## src/hdl/ptlc_pkg.sv

```systemverilog
// constants and types shared by the pattern trigger and led control block
package ptlc_pkg;
  // ----------------------------------------------------------------
  // clock and timing
  // ----------------------------------------------------------------
  localparam int CLK_MHZ         = 100;
  localparam int ALIVE_HALF_MS   = 250;
  localparam int ALIVE_HALF_CYC  = ALIVE_HALF_MS * 1000 * CLK_MHZ;
  localparam int ALIVE_CNT_W     = 25;
  localparam int PWM_TICK_NS     = 40;
  localparam int PWM_TICK_CYC    = (PWM_TICK_NS * CLK_MHZ + 999) / 1000;
  localparam int PWM_DIV_W       = 3;
  // ----------------------------------------------------------------
  // widths and layout
  // ----------------------------------------------------------------
  localparam int IDX_W           = 6;
  localparam int EXP_W           = 16;
  localparam int DUTY_W          = 8;
  localparam int LED_CH          = 3;
  localparam int CH_RED          = 0;
  localparam int CH_GREEN        = 1;
  localparam int CH_BLUE         = 2;
  localparam logic [IDX_W-1:0] IDX_ZERO = 6'h00;
  localparam logic [IDX_W-1:0] IDX_ONE  = 6'h01;
  localparam logic [IDX_W-1:0] IDX_TWO  = 6'h02;
  localparam logic [EXP_W-1:0] EXP_ONE  = 16'h0001;
  // ----------------------------------------------------------------
  // trigger modes and sequencer states
  // ----------------------------------------------------------------
  localparam logic ADV_MODE_STEP      = 1'b0;
  localparam logic ADV_MODE_ALTERNATE = 1'b1;
  localparam logic PAU_MODE_PAUSE     = 1'b0;
  localparam logic PAU_MODE_SKIP_TWO  = 1'b1;
  typedef enum logic [1:0] {
    SEQ_IDLE   = 2'b00,
    SEQ_WAIT   = 2'b01,
    SEQ_EXPOSE = 2'b10
  } ptlc_state_t;
endpackage

```

## src/hdl/ptlc_top.sv

```systemverilog
// pattern trigger sequencing, exposure triggers, status leds and led driver control
//
// Overview of operation
// - An edge on the advance trigger steps to the next pattern or alternates two patterns, by mode.
// - An edge on the pause trigger pauses or resumes the sequence or advances it by two patterns, by mode.
// - The exposure trigger output is high exactly while a pattern is being exposed.
// - The first pattern trigger output is high while pattern zero of the sequence is shown.
// - The alive indicator toggles steadily while no fault is present, so its led blinks.
// - The fault indicator led is lit when there is no fault and turned off on a fault.
// - Up to three led channels, red, green and blue, each get their own enable output.
// - Each colour channel gets its own pwm output whose duty sets that led's current.
// - Driver enable, per-led enables, led enable selection and pwm are distinct outputs.
// - The outside supplies the reference clock and all timing here is derived from it.
// - Line and frame sync join the triggers in deciding when patterns advance and expose.
`timescale 1ns/10ps
module ptlc_top
  import ptlc_pkg::*;
#(
  parameter int ALIVE_HALF_CYCLES = ALIVE_HALF_CYC
)
(
  input  wire logic                          clk_i,
  input  wire logic                          rstn_i,
  input  wire logic                          advance_trigger_in_i,
  input  wire logic                          pause_trigger_in_i,
  input  wire logic                          line_sync_in_i,
  input  wire logic                          frame_sync_in_i,
  input  wire logic                          seq_run_i,
  input  wire logic                          adv_mode_i,
  input  wire logic                          pau_mode_i,
  input  wire logic                          frame_advance_i,
  input  wire logic                          line_lock_i,
  input  wire logic [IDX_W-1:0]              pattern_count_i,
  input  wire logic [EXP_W-1:0]              exposure_cycles_i,
  input  wire logic                          fault_i,
  input  wire logic                          led_driver_enable_i,
  input  wire logic [LED_CH-1:0]             led_select_i,
  input  wire logic [LED_CH-1:0][DUTY_W-1:0] led_duty_i,
  output logic      [IDX_W-1:0]              pattern_index_o,
  output logic                               seq_paused_o,
  output logic                               exposure_trigger_out_o,
  output logic                               first_pattern_trigger_out_o,
  output logic                               alive_indicator_o,
  output logic                               fault_indicator_o,
  output logic                               led_driver_enable_o,
  output logic      [LED_CH-1:0]             led_enable_select_o,
  output logic                               red_led_enable_o,
  output logic                               green_led_enable_o,
  output logic                               blue_led_enable_o,
  output logic                               red_current_pwm_o,
  output logic                               green_current_pwm_o,
  output logic                               blue_current_pwm_o
);
  // ----------------------------------------------------------------
  // input synchronisers and edge detect
  // ----------------------------------------------------------------
  logic [3:0] sync_a;
  logic [3:0] sync_b;
  logic [3:0] sync_q;
  logic [3:0] pin_in;
  logic [3:0] pin_edge;
  assign pin_in   = {frame_sync_in_i, line_sync_in_i, pause_trigger_in_i, advance_trigger_in_i};
  assign pin_edge = sync_b & ~sync_q;

  always_ff @(posedge clk_i or negedge rstn_i)
  begin
    if (!rstn_i)
    begin
      sync_a <= 4'h0;
      sync_b <= 4'h0;
      sync_q <= 4'h0;
    end
    else
    begin
      sync_a <= pin_in;
      sync_b <= sync_a;
      sync_q <= sync_b;
    end
  end

  // ----------------------------------------------------------------
  // sequencer decode
  // ----------------------------------------------------------------
  ptlc_state_t      state;
  ptlc_state_t      next_state;
  logic [EXP_W-1:0] exp_cnt;
  logic [EXP_W-1:0] next_exp_cnt;
  logic [EXP_W-1:0] exp_len;
  logic [IDX_W-1:0] next_index;
  logic [IDX_W-1:0] seq_len;
  logic             paused;
  logic             next_paused;
  logic             adv_ok;
  logic             step_evt;
  logic             alt_evt;
  logic             two_evt;
  logic             pause_evt;
  logic             any_adv;
  logic             line_evt;

  function automatic logic [IDX_W-1:0] wrap_idx(input logic [IDX_W:0] s,
                                                input logic [IDX_W-1:0] n);
    logic [IDX_W:0] v;
    v = s;
    if (v >= {1'b0, n})
      v = v - {1'b0, n};
    if (v >= {1'b0, n})
      v = v - {1'b0, n};
    return v[IDX_W-1:0];
  endfunction

  assign seq_len   = (pattern_count_i == IDX_ZERO) ? IDX_ONE : pattern_count_i;
  assign exp_len   = (exposure_cycles_i == '0) ? EXP_ONE : exposure_cycles_i;
  assign adv_ok    = seq_run_i & ~paused;
  assign step_evt  = adv_ok & ((pin_edge[0] & (adv_mode_i == ADV_MODE_STEP))
                   | (pin_edge[3] & frame_advance_i));
  assign alt_evt   = adv_ok & pin_edge[0] & (adv_mode_i == ADV_MODE_ALTERNATE);
  assign two_evt   = adv_ok & pin_edge[1] & (pau_mode_i == PAU_MODE_SKIP_TWO);
  assign pause_evt = seq_run_i & pin_edge[1] & (pau_mode_i == PAU_MODE_PAUSE);
  assign any_adv   = step_evt | alt_evt | two_evt;
  assign line_evt  = pin_edge[2];
  assign next_paused = seq_run_i & (paused ^ pause_evt);

  assign next_index =
      !seq_run_i ? IDX_ZERO :
      two_evt    ? wrap_idx({1'b0, pattern_index_o} + {1'b0, IDX_TWO}, seq_len) :
      alt_evt    ? ((pattern_index_o == IDX_ZERO) ? IDX_ONE : IDX_ZERO) :
      step_evt   ? wrap_idx({1'b0, pattern_index_o} + {1'b0, IDX_ONE}, seq_len) :
                   pattern_index_o;

  assign next_state =
      !seq_run_i                        ? SEQ_IDLE :
      any_adv                           ? (line_lock_i ? SEQ_WAIT : SEQ_EXPOSE) :
      (state == SEQ_WAIT && line_evt)   ? SEQ_EXPOSE :
      (state == SEQ_EXPOSE && exp_cnt == EXP_ONE) ? SEQ_IDLE :
                                          state;

  assign next_exp_cnt =
      (next_state == SEQ_EXPOSE && state != SEQ_EXPOSE) ? exp_len :
      (any_adv && next_state == SEQ_EXPOSE)             ? exp_len :
      (state == SEQ_EXPOSE)                             ? exp_cnt - EXP_ONE :
                                                          exp_cnt;

  always_ff @(posedge clk_i or negedge rstn_i)
  begin
    if (!rstn_i)
    begin
      state                       <= SEQ_IDLE;
      exp_cnt                     <= '0;
      paused                      <= 1'b0;
      pattern_index_o             <= IDX_ZERO;
      seq_paused_o                <= 1'b0;
      exposure_trigger_out_o      <= 1'b0;
      first_pattern_trigger_out_o <= 1'b0;
    end
    else
    begin
      state                       <= next_state;
      exp_cnt                     <= next_exp_cnt;
      paused                      <= next_paused;
      pattern_index_o             <= next_index;
      seq_paused_o                <= next_paused;
      exposure_trigger_out_o      <= (next_state == SEQ_EXPOSE);
      first_pattern_trigger_out_o <= seq_run_i & (next_index == IDX_ZERO);
    end
  end

  // ----------------------------------------------------------------
  // status indicators
  // ----------------------------------------------------------------
  logic [ALIVE_CNT_W-1:0] alive_cnt;
  logic                   alive_wrap;
  assign alive_wrap = (alive_cnt == ALIVE_CNT_W'(ALIVE_HALF_CYCLES - 1));

  always_ff @(posedge clk_i or negedge rstn_i)
  begin
    if (!rstn_i)
    begin
      alive_cnt         <= '0;
      alive_indicator_o <= 1'b0;
      fault_indicator_o <= 1'b0;
    end
    else
    begin
      alive_cnt         <= (alive_wrap || fault_i) ? '0 : alive_cnt + 1'b1;
      alive_indicator_o <= alive_indicator_o ^ (alive_wrap & ~fault_i);
      fault_indicator_o <= ~fault_i;
    end
  end

  // ----------------------------------------------------------------
  // led driver control and current pwm
  // ----------------------------------------------------------------
  logic [PWM_DIV_W-1:0] pwm_div;
  logic                 pwm_tick;
  logic [DUTY_W-1:0]    pwm_cnt;
  logic [LED_CH-1:0]    led_en;
  logic [LED_CH-1:0]    led_pwm;
  logic [LED_CH-1:0]    next_led_en;
  logic [LED_CH-1:0]    next_pwm;
  assign pwm_tick = (pwm_div == PWM_DIV_W'(PWM_TICK_CYC - 1));

  generate
    for (genvar ch = 0; ch < LED_CH; ch++)
    begin : g_ch
      assign next_led_en[ch] = led_driver_enable_i & led_select_i[ch]
                             & (next_state == SEQ_EXPOSE);
      assign next_pwm[ch]    = led_driver_enable_i & (pwm_cnt < led_duty_i[ch]);
    end
  endgenerate

  always_ff @(posedge clk_i or negedge rstn_i)
  begin
    if (!rstn_i)
    begin
      pwm_div             <= '0;
      pwm_cnt             <= '0;
      led_en              <= '0;
      led_pwm             <= '0;
      led_driver_enable_o <= 1'b0;
      led_enable_select_o <= '0;
    end
    else
    begin
      pwm_div             <= pwm_tick ? '0 : pwm_div + 1'b1;
      pwm_cnt             <= pwm_cnt + DUTY_W'(pwm_tick);
      led_en              <= next_led_en;
      led_pwm             <= next_pwm;
      led_driver_enable_o <= led_driver_enable_i;
      led_enable_select_o <= led_select_i;
    end
  end

  assign red_led_enable_o    = led_en[CH_RED];
  assign green_led_enable_o  = led_en[CH_GREEN];
  assign blue_led_enable_o   = led_en[CH_BLUE];
  assign red_current_pwm_o   = led_pwm[CH_RED];
  assign green_current_pwm_o = led_pwm[CH_GREEN];
  assign blue_current_pwm_o  = led_pwm[CH_BLUE];

  logic [EXP_W-1:0] hi_cnt;
  always_ff @(posedge clk_i or negedge rstn_i)
  begin
    if (!rstn_i)
      hi_cnt <= '0;
    else
      hi_cnt <= (exposure_trigger_out_o && !any_adv) ? hi_cnt + 1'b1 : '0;
  end
endmodule

```

## config.mk

```make
export PLATFORM = sky130hd
export DESIGN_NAME = ptlc_top
export DESIGN_NICKNAME = d
export VERILOG_FILES = /design/src/hdl/ptlc_pkg.sv /design/src/hdl/ptlc_top.sv
export SDC_FILE = /design/constraint.sdc
export NUM_CORES = 1
export LEC_CHECK = 0
export BUFFER_PORTS_ARGS = -buffer_cell sky130_fd_sc_hd__buf_2
export CAP_MARGIN = 20
export CORE_MARGIN = 2
export CORE_UTILIZATION = 40
export DETAILED_ROUTE_END_ITERATION = 7
export PLACE_DENSITY = 0.72
export SLEW_MARGIN = 40
export SYNTH_ARGS = -nofsm -noshare
export SYNTH_HDL_FRONTEND = slang
export SYNTH_SLANG_ARGS = --single-unit
```

## constraint.sdc

```tcl
create_clock -name clk_i -period 4.3 [get_ports clk_i]
set_input_delay 0.43 -clock clk_i [delete_from_list [all_inputs] [get_ports clk_i]]
set_output_delay 0.43 -clock clk_i [all_outputs]
set_load 0.05 [all_outputs]
```

; Word level (Yosys, flattened, before mapping)
; Index checks and enable logic that the tools add are counted.
; W data, S select, Z words.
[classes]
addsub = 10
magnitude_cmp = 7
eq_ne = 7
muxes = 21
bitwise = 33
reduce_logical = 10
[ops]
columns = op, n
row1 = $mux W16, 4
row2 = $mux W6, 7
row3 = $ge A7 B6 Y1, 4
row4 = $add A25 B1 Y25 const B, 1
row5 = $eq A25 B25 Y1 const B, 1
row6 = $mux W25, 1
row7 = $lt A8 B8 Y1, 3
row8 = $and A1 B1 Y1, 22
row9 = $logic_not A6 Y1, 3
row10 = $eq A16 B1 Y1 const B, 1
row11 = $logic_not A16 Y1, 1
row12 = $sub A16 B1 Y16 const B, 1
row13 = $mux W7, 2
row14 = $sub A7 B6 Y7, 2
row15 = $sub A6 B6 Y6, 2
row16 = $mux W2, 5
row17 = $add A8 B1 Y8, 1
row18 = $add A6 B1 Y7 const B, 1
row19 = $add A6 B2 Y7 const B, 1
row20 = $and A4 B4 Y4, 1
row21 = $eq A2 B2 Y1 const B, 2
row22 = $logic_and A1 B1 Y1, 4
row23 = $not A1 Y1, 4
row24 = $not A4 Y4, 1
row25 = 10 further kinds, 13
[totals]
regBits = 87
inputBits = 62
out_inout_bits = 21
word_cells = 106

; Logic depth before layout (Yosys ltp)
; Gate-level depths: netlist (run 1).
[depth]
ltp_word = 13
depth_mapped = 20
depth_no_buf = 20

; Worst setup path after synthesis (run 1)
; No wires, ideal clock.
[synth_path]
path_kind = register -> register
startpoint = register pattern_index_o[0]
endpoint = register first_pattern_trigger_out_o
setup_time_ps = 96
arrival_ps = 4991
t_required_ps = 4204
setup_slack_ps = -787
stages_incl_launch_ff = 19
path_buffers = 1
period_less_slack_ps = 5087
cell_sequence = dfrtp_1 > inv_1 > ha_1 > ha_1 > nor2b_4 > o31a_1 > o31ai_2 > and2_1 > buf_6 > mux2_2 > ha_1 > a2111oi_2 > o21bai_1 > a221oi_2 > o31ai_4 > mux2_4 > a221oi_2 > nand4b_1 > nor4_2
[synth_between]
elab_chain_len = 11
[synth_lines]
columns = element, line
row1 = start: declaration, ptlc_top.sv:39  ; output logic [IDX_W-1:0] pattern_index_o,
row2 = start signal: assignment, ptlc_top.sv:161  ; pattern_index_o <= next_index;
row3 = $add A6 B1 Y7, ptlc_top.sv:128  ; step_evt ? wrap_idx({1'b0, pattern_index_o} + {1'b0, IDX_ONE}, seq_len) :
row4 = $sub A7 B6 Y7 or $ge A7 B6 Y1 (tied branches), "ptlc_top.sv:106, ptlc_top.sv:105"
row5 = $mux W7, ptlc_top.sv:105  ; if (v >= {1'b0, n})
row6 = $sub A6 B6 Y6 or $ge A7 B6 Y1 (tied branches), "ptlc_top.sv:108, ptlc_top.sv:107"
row7 = $mux W6, ptlc_top.sv:107  ; if (v >= {1'b0, n})
row8 = $mux W6, ptlc_top.sv:128
row9 = $mux W6, ptlc_top.sv:127  ; alt_evt ? ((pattern_index_o == IDX_ZERO) ? IDX_ONE : IDX_ZERO) :
row10 = $mux W6 *, ptlc_top.sv:126  ; two_evt ? wrap_idx({1'b0, pattern_index_o} + {1'b0, IDX_TWO}, seq_len) :
row11 = $mux W6 *, ptlc_top.sv:125  ; !seq_run_i ? IDX_ZERO :
row12 = $logic_not A6 Y1 *, ptlc_top.sv:164  ; first_pattern_trigger_out_o <= seq_run_i & (next_index == IDX_ZERO);
row13 = $and A1 B1 Y1 *, ptlc_top.sv:164
row14 = end signal: assignment, ptlc_top.sv:164
row15 = end: declaration, ptlc_top.sv:42  ; output logic first_pattern_trigger_out_o,
; Every way passes the cells marked *; elsewhere a longest branch is shown, timed or not.
; A chain may end at the register's enable or synchronous reset.

; Worst setup path in the final report (run 1)
; Ends and elaborated chain as after synthesis.

==> metrics.txt, run 1 <==
average vias per placed instance around 5.3; worst path arrival time approximately 4700 ps; Overall Global Routing Usage between 10% and 20%; actual slew at the worst max-slew pin ~530 ps; Rows 44; worst-path fanout max 6; Ys Warns 0; minimum clock period 4460 ps; Area growth, synth to finish 28.9%; Worst Skew 9.16 ps; EDFF count, synth 0; Post-route DRC 0; initial antenna violation count 1; die width approximately 130 um; nets@finish 920; vias in the first global route between 5000 and 6000; HP Class primary input to async pin; required time of the critical path 4540 ps; Top FF cell, synth dfrtp_1; Clk pin slew, worst setup/hold paths ~70 ps; Power Dens Cells about 390 nW/um^2; Sw Ratio approximately a third; CTS root buffer clkbuf_16; Synth Instances 643; post-route clock period utilization 104%; Sw Pwr between 0.0009 and 0.001 W; grt met1 use ~26%; Crit Path Category register to register; Clock Power Share just under 30%; largest net degree at the start of global routing just under 60; status complete, but fails checks; CP Capture Type register; final WL roughly 14000 um; CTS Buf Count 9; final slew viol count 0; Port Buf Inserts around 80; setup TNS -310 ps; antenna viol nets, final 0; unrepaired setup endpoints after global routing yes; Initial Util 41.2%; failing checks negative setup slack; Starting DRT DRC Count roughly 270; asr flop ratio synth 100%; max-capacitance violation count 0; syn_nets ~760; WL per Instance ~14 um; Max IR drop VDD around 0.00028 V; register area share after synthesis around 36%; WHS about 44 ps; Post-DP HPWL roughly 11000 um; die area 16000 sq um; CTS sink count 87; Rel. slew slack between 60% and 70%; Core Area ~15000 sq um; GR Layer Usage met2 a little under 30%; clk buf depth 2; Int Pwr 0.00204 W; gr ovfl total 0; vias after detailed routing 5276; IO Count 83; worst skew pair latency between 300 and 400 ps; final hold viol count 0; first-pass GRT wire length ~25000 um; Distinct cells, synth ~70; Place WS -222 ps; Comb power frac 36.5%; M3 GR Usage about 3.2%; setup ws final -163 ps; final setup violation count 3; CP startpoint kind register; CTS tree yes; die height 127 um; drt pass-1 iters 4; RePlAce Congestion between 0.9 and 1; #FFs+latches synth 87; Post-Syn Area per Cell about 9.4 sq um; Worst R2R Setup Slack -160 ps; leak pwr between 3 and 4 nW; Max Fclk around 220 MHz; Synth Cell Area approximately 6000 sq um; share of power burned in registers between 30 and 40%; Most Crowded Layer GR met2; fraction of layout cells with a size suffix above 1 ~29%; H-tree level count 3; fin util between 50% and 60%
[synth_stat cells, types with 7 or more instances]
cell type | instances | area share [%]
nor2b_1 | 14 | 1.5
nand2_1 | 31 | 1.9
o21ai_0 | 30 | 2.5
clkbuf_1 | 11 | 0.69
o22a_1 | 10 | 1.5
nand2b_1 | 7 | 0.73
nor4_1 | 10 | 1.0
ha_1 | 55 | 11
xor2_1 | 23 | 3.3
inv_1 | 44 | 2.7
dfrtp_1 | 87 | 36
mux2i_1 | 7 | 1.2
and3_1 | 16 | 1.7
xnor2_1 | 22 | 3.2
o21a_1 | 8 | 1.0
nand4_1 | 9 | 0.94
a21o_1 | 19 | 2.4
a21oi_1 | 32 | 2.7
nor2_1 | 61 | 3.8
nand3_1 | 28 | 2.3
nor3_1 | 10 | 0.83
[cell type report]
class | instances | area (sq um)
tap | 184 | 230
inverter | 44 | 168
fill | 1355 | 6840
sequential | 87 | 2190
clock buffer | 11 | 233
antenna | 1 | 2.50
clock inverter | 5 | 106
multi-input combinational | 497 | 3800
timing repair buffer | 160 | 1020
[placed cells by master, fill, tap and decap left out, drive strengths merged, types with 5 or more instances in the layout]
master	Yosys	final
mux2i	7	7
nand2b	7	7
xnor2	22	22
clkbuf	11	11
nor2b	15	15
o21ai	33	33
nor4	11	11
nor2	63	63
a31oi	5	5
a21o	19	19
mux2	10	10
or3	6	6
o21a	8	8
nand4	9	9
nand2	31	31
dfrtp	87	87
ha	55	55
xor2	23	23
and3	16	16
o31ai	8	8
o22a	10	10
buf	4	160
nor3	10	10
nand3	29	29
a21oi	33	33
and2	5	5
inv	44	44
[layer usage]
layer	wire length (um)	vias to the layer above
met2	6490	124
li1	-	2635
met3	755	28
met4	447	0
met5	0	-
met1	6620	2489
[path summary, 6_finish.rpt]
path                                         start                          end  depth (start not counted)
worst max-delay path            pattern_index_o[0]  first_pattern_trigger_out_o                         17
worst min-delay path                        rstn_i                 alive_cnt[1]                          1
worst max register to register  pattern_index_o[0]  first_pattern_trigger_out_o                         17
worst min register to register           sync_a[1]                    sync_b[1]                          0
max in group asynchronous                   rstn_i          led_driver_enable_o                          2
min in group clk_i              pause_trigger_in_i                    sync_a[1]                          1
[flip-flops by register name (all words and copies together), names as in the netlist]
signal                       flops
alive_cnt                       25
pwm_cnt                          8
fault_indicator_o                1
led_enable_select_o              3
led_pwm                          3
sync_a                           4
state                            2
exposure_trigger_out_o           1
pattern_index_o                  6
pwm_div                          3
sync_q                           4
paused                           1
led_en                           3
first_pattern_trigger_out_o      1
led_driver_enable_o              1
exp_cnt                         16
sync_b                           4
alive_indicator_o                1
[per-stage QoR]
step	total power (W)	cell area [sq um]	instances
6_report	0.00302	7750	989
5_1_grt	0.00321	7750	988
4_1_cts	0.00301	7660	984
3_5_place_dp	0.00209	7270	967
3_3_place_gp	0.00207	7270	967
2_1_floorplan	0.00173	6130	643
[repair_timing]
action,CTS,global route
buffers inserted,1,4
endpoints found under the hold margin,0,0
hold buffers,0,0
pin swaps,3,4
resized for setup,10,14
endpoints found under the setup margin,5,7
[critical path, cell delays in order (launching register included)]
cell and delay, ps:
dfrtp_4 510, inv_2 100, ha_4 220, ha_4 210, nor2b_4 120, o31a_1 330
o31ai_4 260, and2_4 230, mux2_4 320, ha_4 230, a2111oi_4 320, o21bai_1 110
a221oi_2 350, o31ai_4 180, mux2_4 330, a221oi_2 240, nand4b_1 140, nor4_2 160
[power by group through the flow]
stage	clock [W]	combinational (W)	sequential (W)
after floorplan	0	0.000656	0.00107
after global placement	0	0.00103	0.00104
after detailed placement	0	0.00105	0.00105
after CTS	0.000900	0.00108	0.00103
after global routing	0.000932	0.00122	0.00105
final	0.000883	0.00110	0.00103
[cells by family (layout without fill, tap and decap cells)]
logic type	after synthesis	count (layout)	synth area share [%]
fa+ha+maj	59	59	12.8
xor+xnor	45	45	6.55
compound gates	152	152	17.5
simple gates	224	224	19.9
other cells	0	1	0
buf+inv	59	220	3.91
flops	87	87	36.2
mux	17	17	3.16
No activity file was read; power rests on OpenSTA's default activity.
==> run 2, diff against run 1 <==
--- a/config.mk
+++ b/config.mk
@@ -11,6 +11,7 @@
 export CORE_UTILIZATION = 40
 export DETAILED_ROUTE_END_ITERATION = 7
 export PLACE_DENSITY = 0.72
+export SKIP_LAST_GASP = 1
 export SLEW_MARGIN = 40
 export SYNTH_ARGS = -nofsm -noshare
 export SYNTH_HDL_FRONTEND = slang
==> run 2 against run 1 <==
  * The flow still finishes with violations (negative setup slack)
  * Wire length grew 2.1%
  * Flip-flop and latch count is the same
  * Via count is 0.36% higher
  * First-iteration DRC count grew 1.9%
  * Clock-buffer cell count unchanged
  * Combinational power about the same
  * Total power increased by 0.19%
  * Hold slack got worse by 2.1 ps
  * Worst setup slack got worse by 160 ps
  * Largest cell class unchanged
  * Highest routed layer unchanged
==> metrics.txt, run 2 (synthesis results as in run 1) <==
setup ws final -324 ps; CP startpoint kind register; fraction of layout cells with a size suffix above 1 approximately 29%; CP Capture Type register; largest net degree at the start of global routing 58; die width between 100 and 150 um; Post-route DRC 0; worst skew pair latency roughly 350 ps; required time of the critical path about 4500 ps; Port Buf Inserts 82; minimum clock period approximately 4600 ps; worst-path fanout max 6; Rel. slew slack 64.0%; Max IR drop VDD 0.000283 V; worst path arrival time 4870 ps; post-route clock period utilization 108%; CTS root buffer clkbuf_16; final slew viol count 0; final setup violation count 3; Rows 44; max-capacitance violation count 0; leak pwr 3.82 nW; vias in the first global route between 5000 and 6000; CTS tree yes; Clk pin slew, worst setup/hold paths about 60 ps; Area growth, synth to finish 29.3%; Max Fclk around 220 MHz; final hold viol count 0; fin util between 50 and 60%; commonest non-fill, non-tap cell in the layout dfrtp_1; max FFs per register 25; initial antenna violation count 1; CTS Buf Count 9; status complete, but fails checks; Crit Path Category register to register; HP Class primary input to async pin; nets@finish between 900 and 1000; Overall Global Routing Usage a little under a fifth; Starting DRT DRC Count 270; Pwr Total roughly 0.0030 W; Post-DP HPWL between 10000 and 15000 um; Place WS -222 ps; final WL approximately 15000 um; CTS sink count 87; die area about 16000 sq um; RePlAce Congestion slightly above 0.9; failing checks negative setup slack; Core Area between 10000 and 15000 sq um; clk buf depth 2; Power Dens Cells 389 nW/um^2; # fillers 1346; commonest non-fill, non-tap cells in the layout 82 x dfrtp_1, 81 x buf_2, 79 x buf_4; drt pass-1 iters 5; actual slew at the worst max-slew pin 533 ps; die height roughly 130 um; antenna viol nets, final 0; largest reg by FF count alive_cnt; H-tree level count 3; gr ovfl total 0; IO Count 83; Initial Util 41.2%; WL per Instance about 15 um; average vias per placed instance 5.34; Worst Skew 8.62 ps; first-pass GRT wire length between 20000 and 25000 um; unrepaired setup endpoints after global routing yes; vias after detailed routing between 5000 and 6000; Largest regs alive_cnt: 25 flops, exp_cnt: 16 flops, pwm_cnt: 8 flops
## run 2: what timing repair did
| item | 4_1_cts | 5_1_grt |
|---|---|---|
| pin swaps | 0 | 7 |
| resized for setup | 6 | 13 |
| setup buffers | 1 | 7 |
| hold buffers | 0 | 0 |
| setup endpoints to repair | 5 | 7 |
## run 2: critical path, stage by stage, from the launching register on
cell and delay [ps]:
dfrtp_4 530, inv_4 90, ha_4 210, ha_4 240, nor2b_4 120, o31a_1 340, o31ai_4 220, and2_4 230
mux2_4 320, ha_4 230, a2111oi_4 320, o21bai_1 110, a221oi_2 390, o31ai_4 180, buf_4 170, buf_4 120
buf_4 120, mux2i_1 110, nand3_1 100, a21oi_2 90, nor4_2 280
## run 2: stage by stage
stage	TNS, ps	instance area [sq um]	hold WS [ps]	std cells
finish	-895	7780	41.8	992
global route	-1830	7770	90.4	991
CTS	-162	7630	171	984
detailed placement	-334	7270	336	967
global placement	-160	7270	332	967
floorplan	-246	6130	134	643
## run 2: area by class of cell
cell class                 count  area (sq um)  share of cell area (%)
multi-input combinational    497          3810                    49.0
sequential                    87          2190                    28.1
timing repair buffer         163          1040                    13.4
clock buffer                  11           233                    2.99
tap                          184           230                    2.96
inverter                      44           168                    2.16
clock inverter                 5           106                    1.37
antenna                        1          2.50                  0.0322
## run 2: report_power, final
group / switching (W) / leakage (nW) / internal (W)
combinational: 0.000559 / 2.56 / 0.000549
sequential: 0.000114 / 1.10 / 0.000920
clock: 0.000314 / 0.160 / 0.000569
## run 2: layer usage
| layer | share of wire (%) | GRT usage (%) |
|---|---|---|
| met1 | 47 | 25.7 |
| met2 | 46 | 29.8 |
| met3 | 4.2 | 2.91 |
| met4 | 2.7 | 7.69 |
| met5 | 0 | 0 |
## run 2: worst paths after layout
check	start	endpoint	slack, ps	depth (start not counted)
worst max-delay path	pattern_index_o[1]	first_pattern_trigger_out_o	-320	20
worst min-delay path	rstn_i	alive_cnt[2]	40	1
worst max register to register	pattern_index_o[1]	first_pattern_trigger_out_o	-320	20
worst min register to register	sync_a[1]	sync_b[1]	340	0
max in group asynchronous	rstn_i	led_driver_enable_o	3470	2
min in group clk_i	pause_trigger_in_i	sync_a[1]	200	1
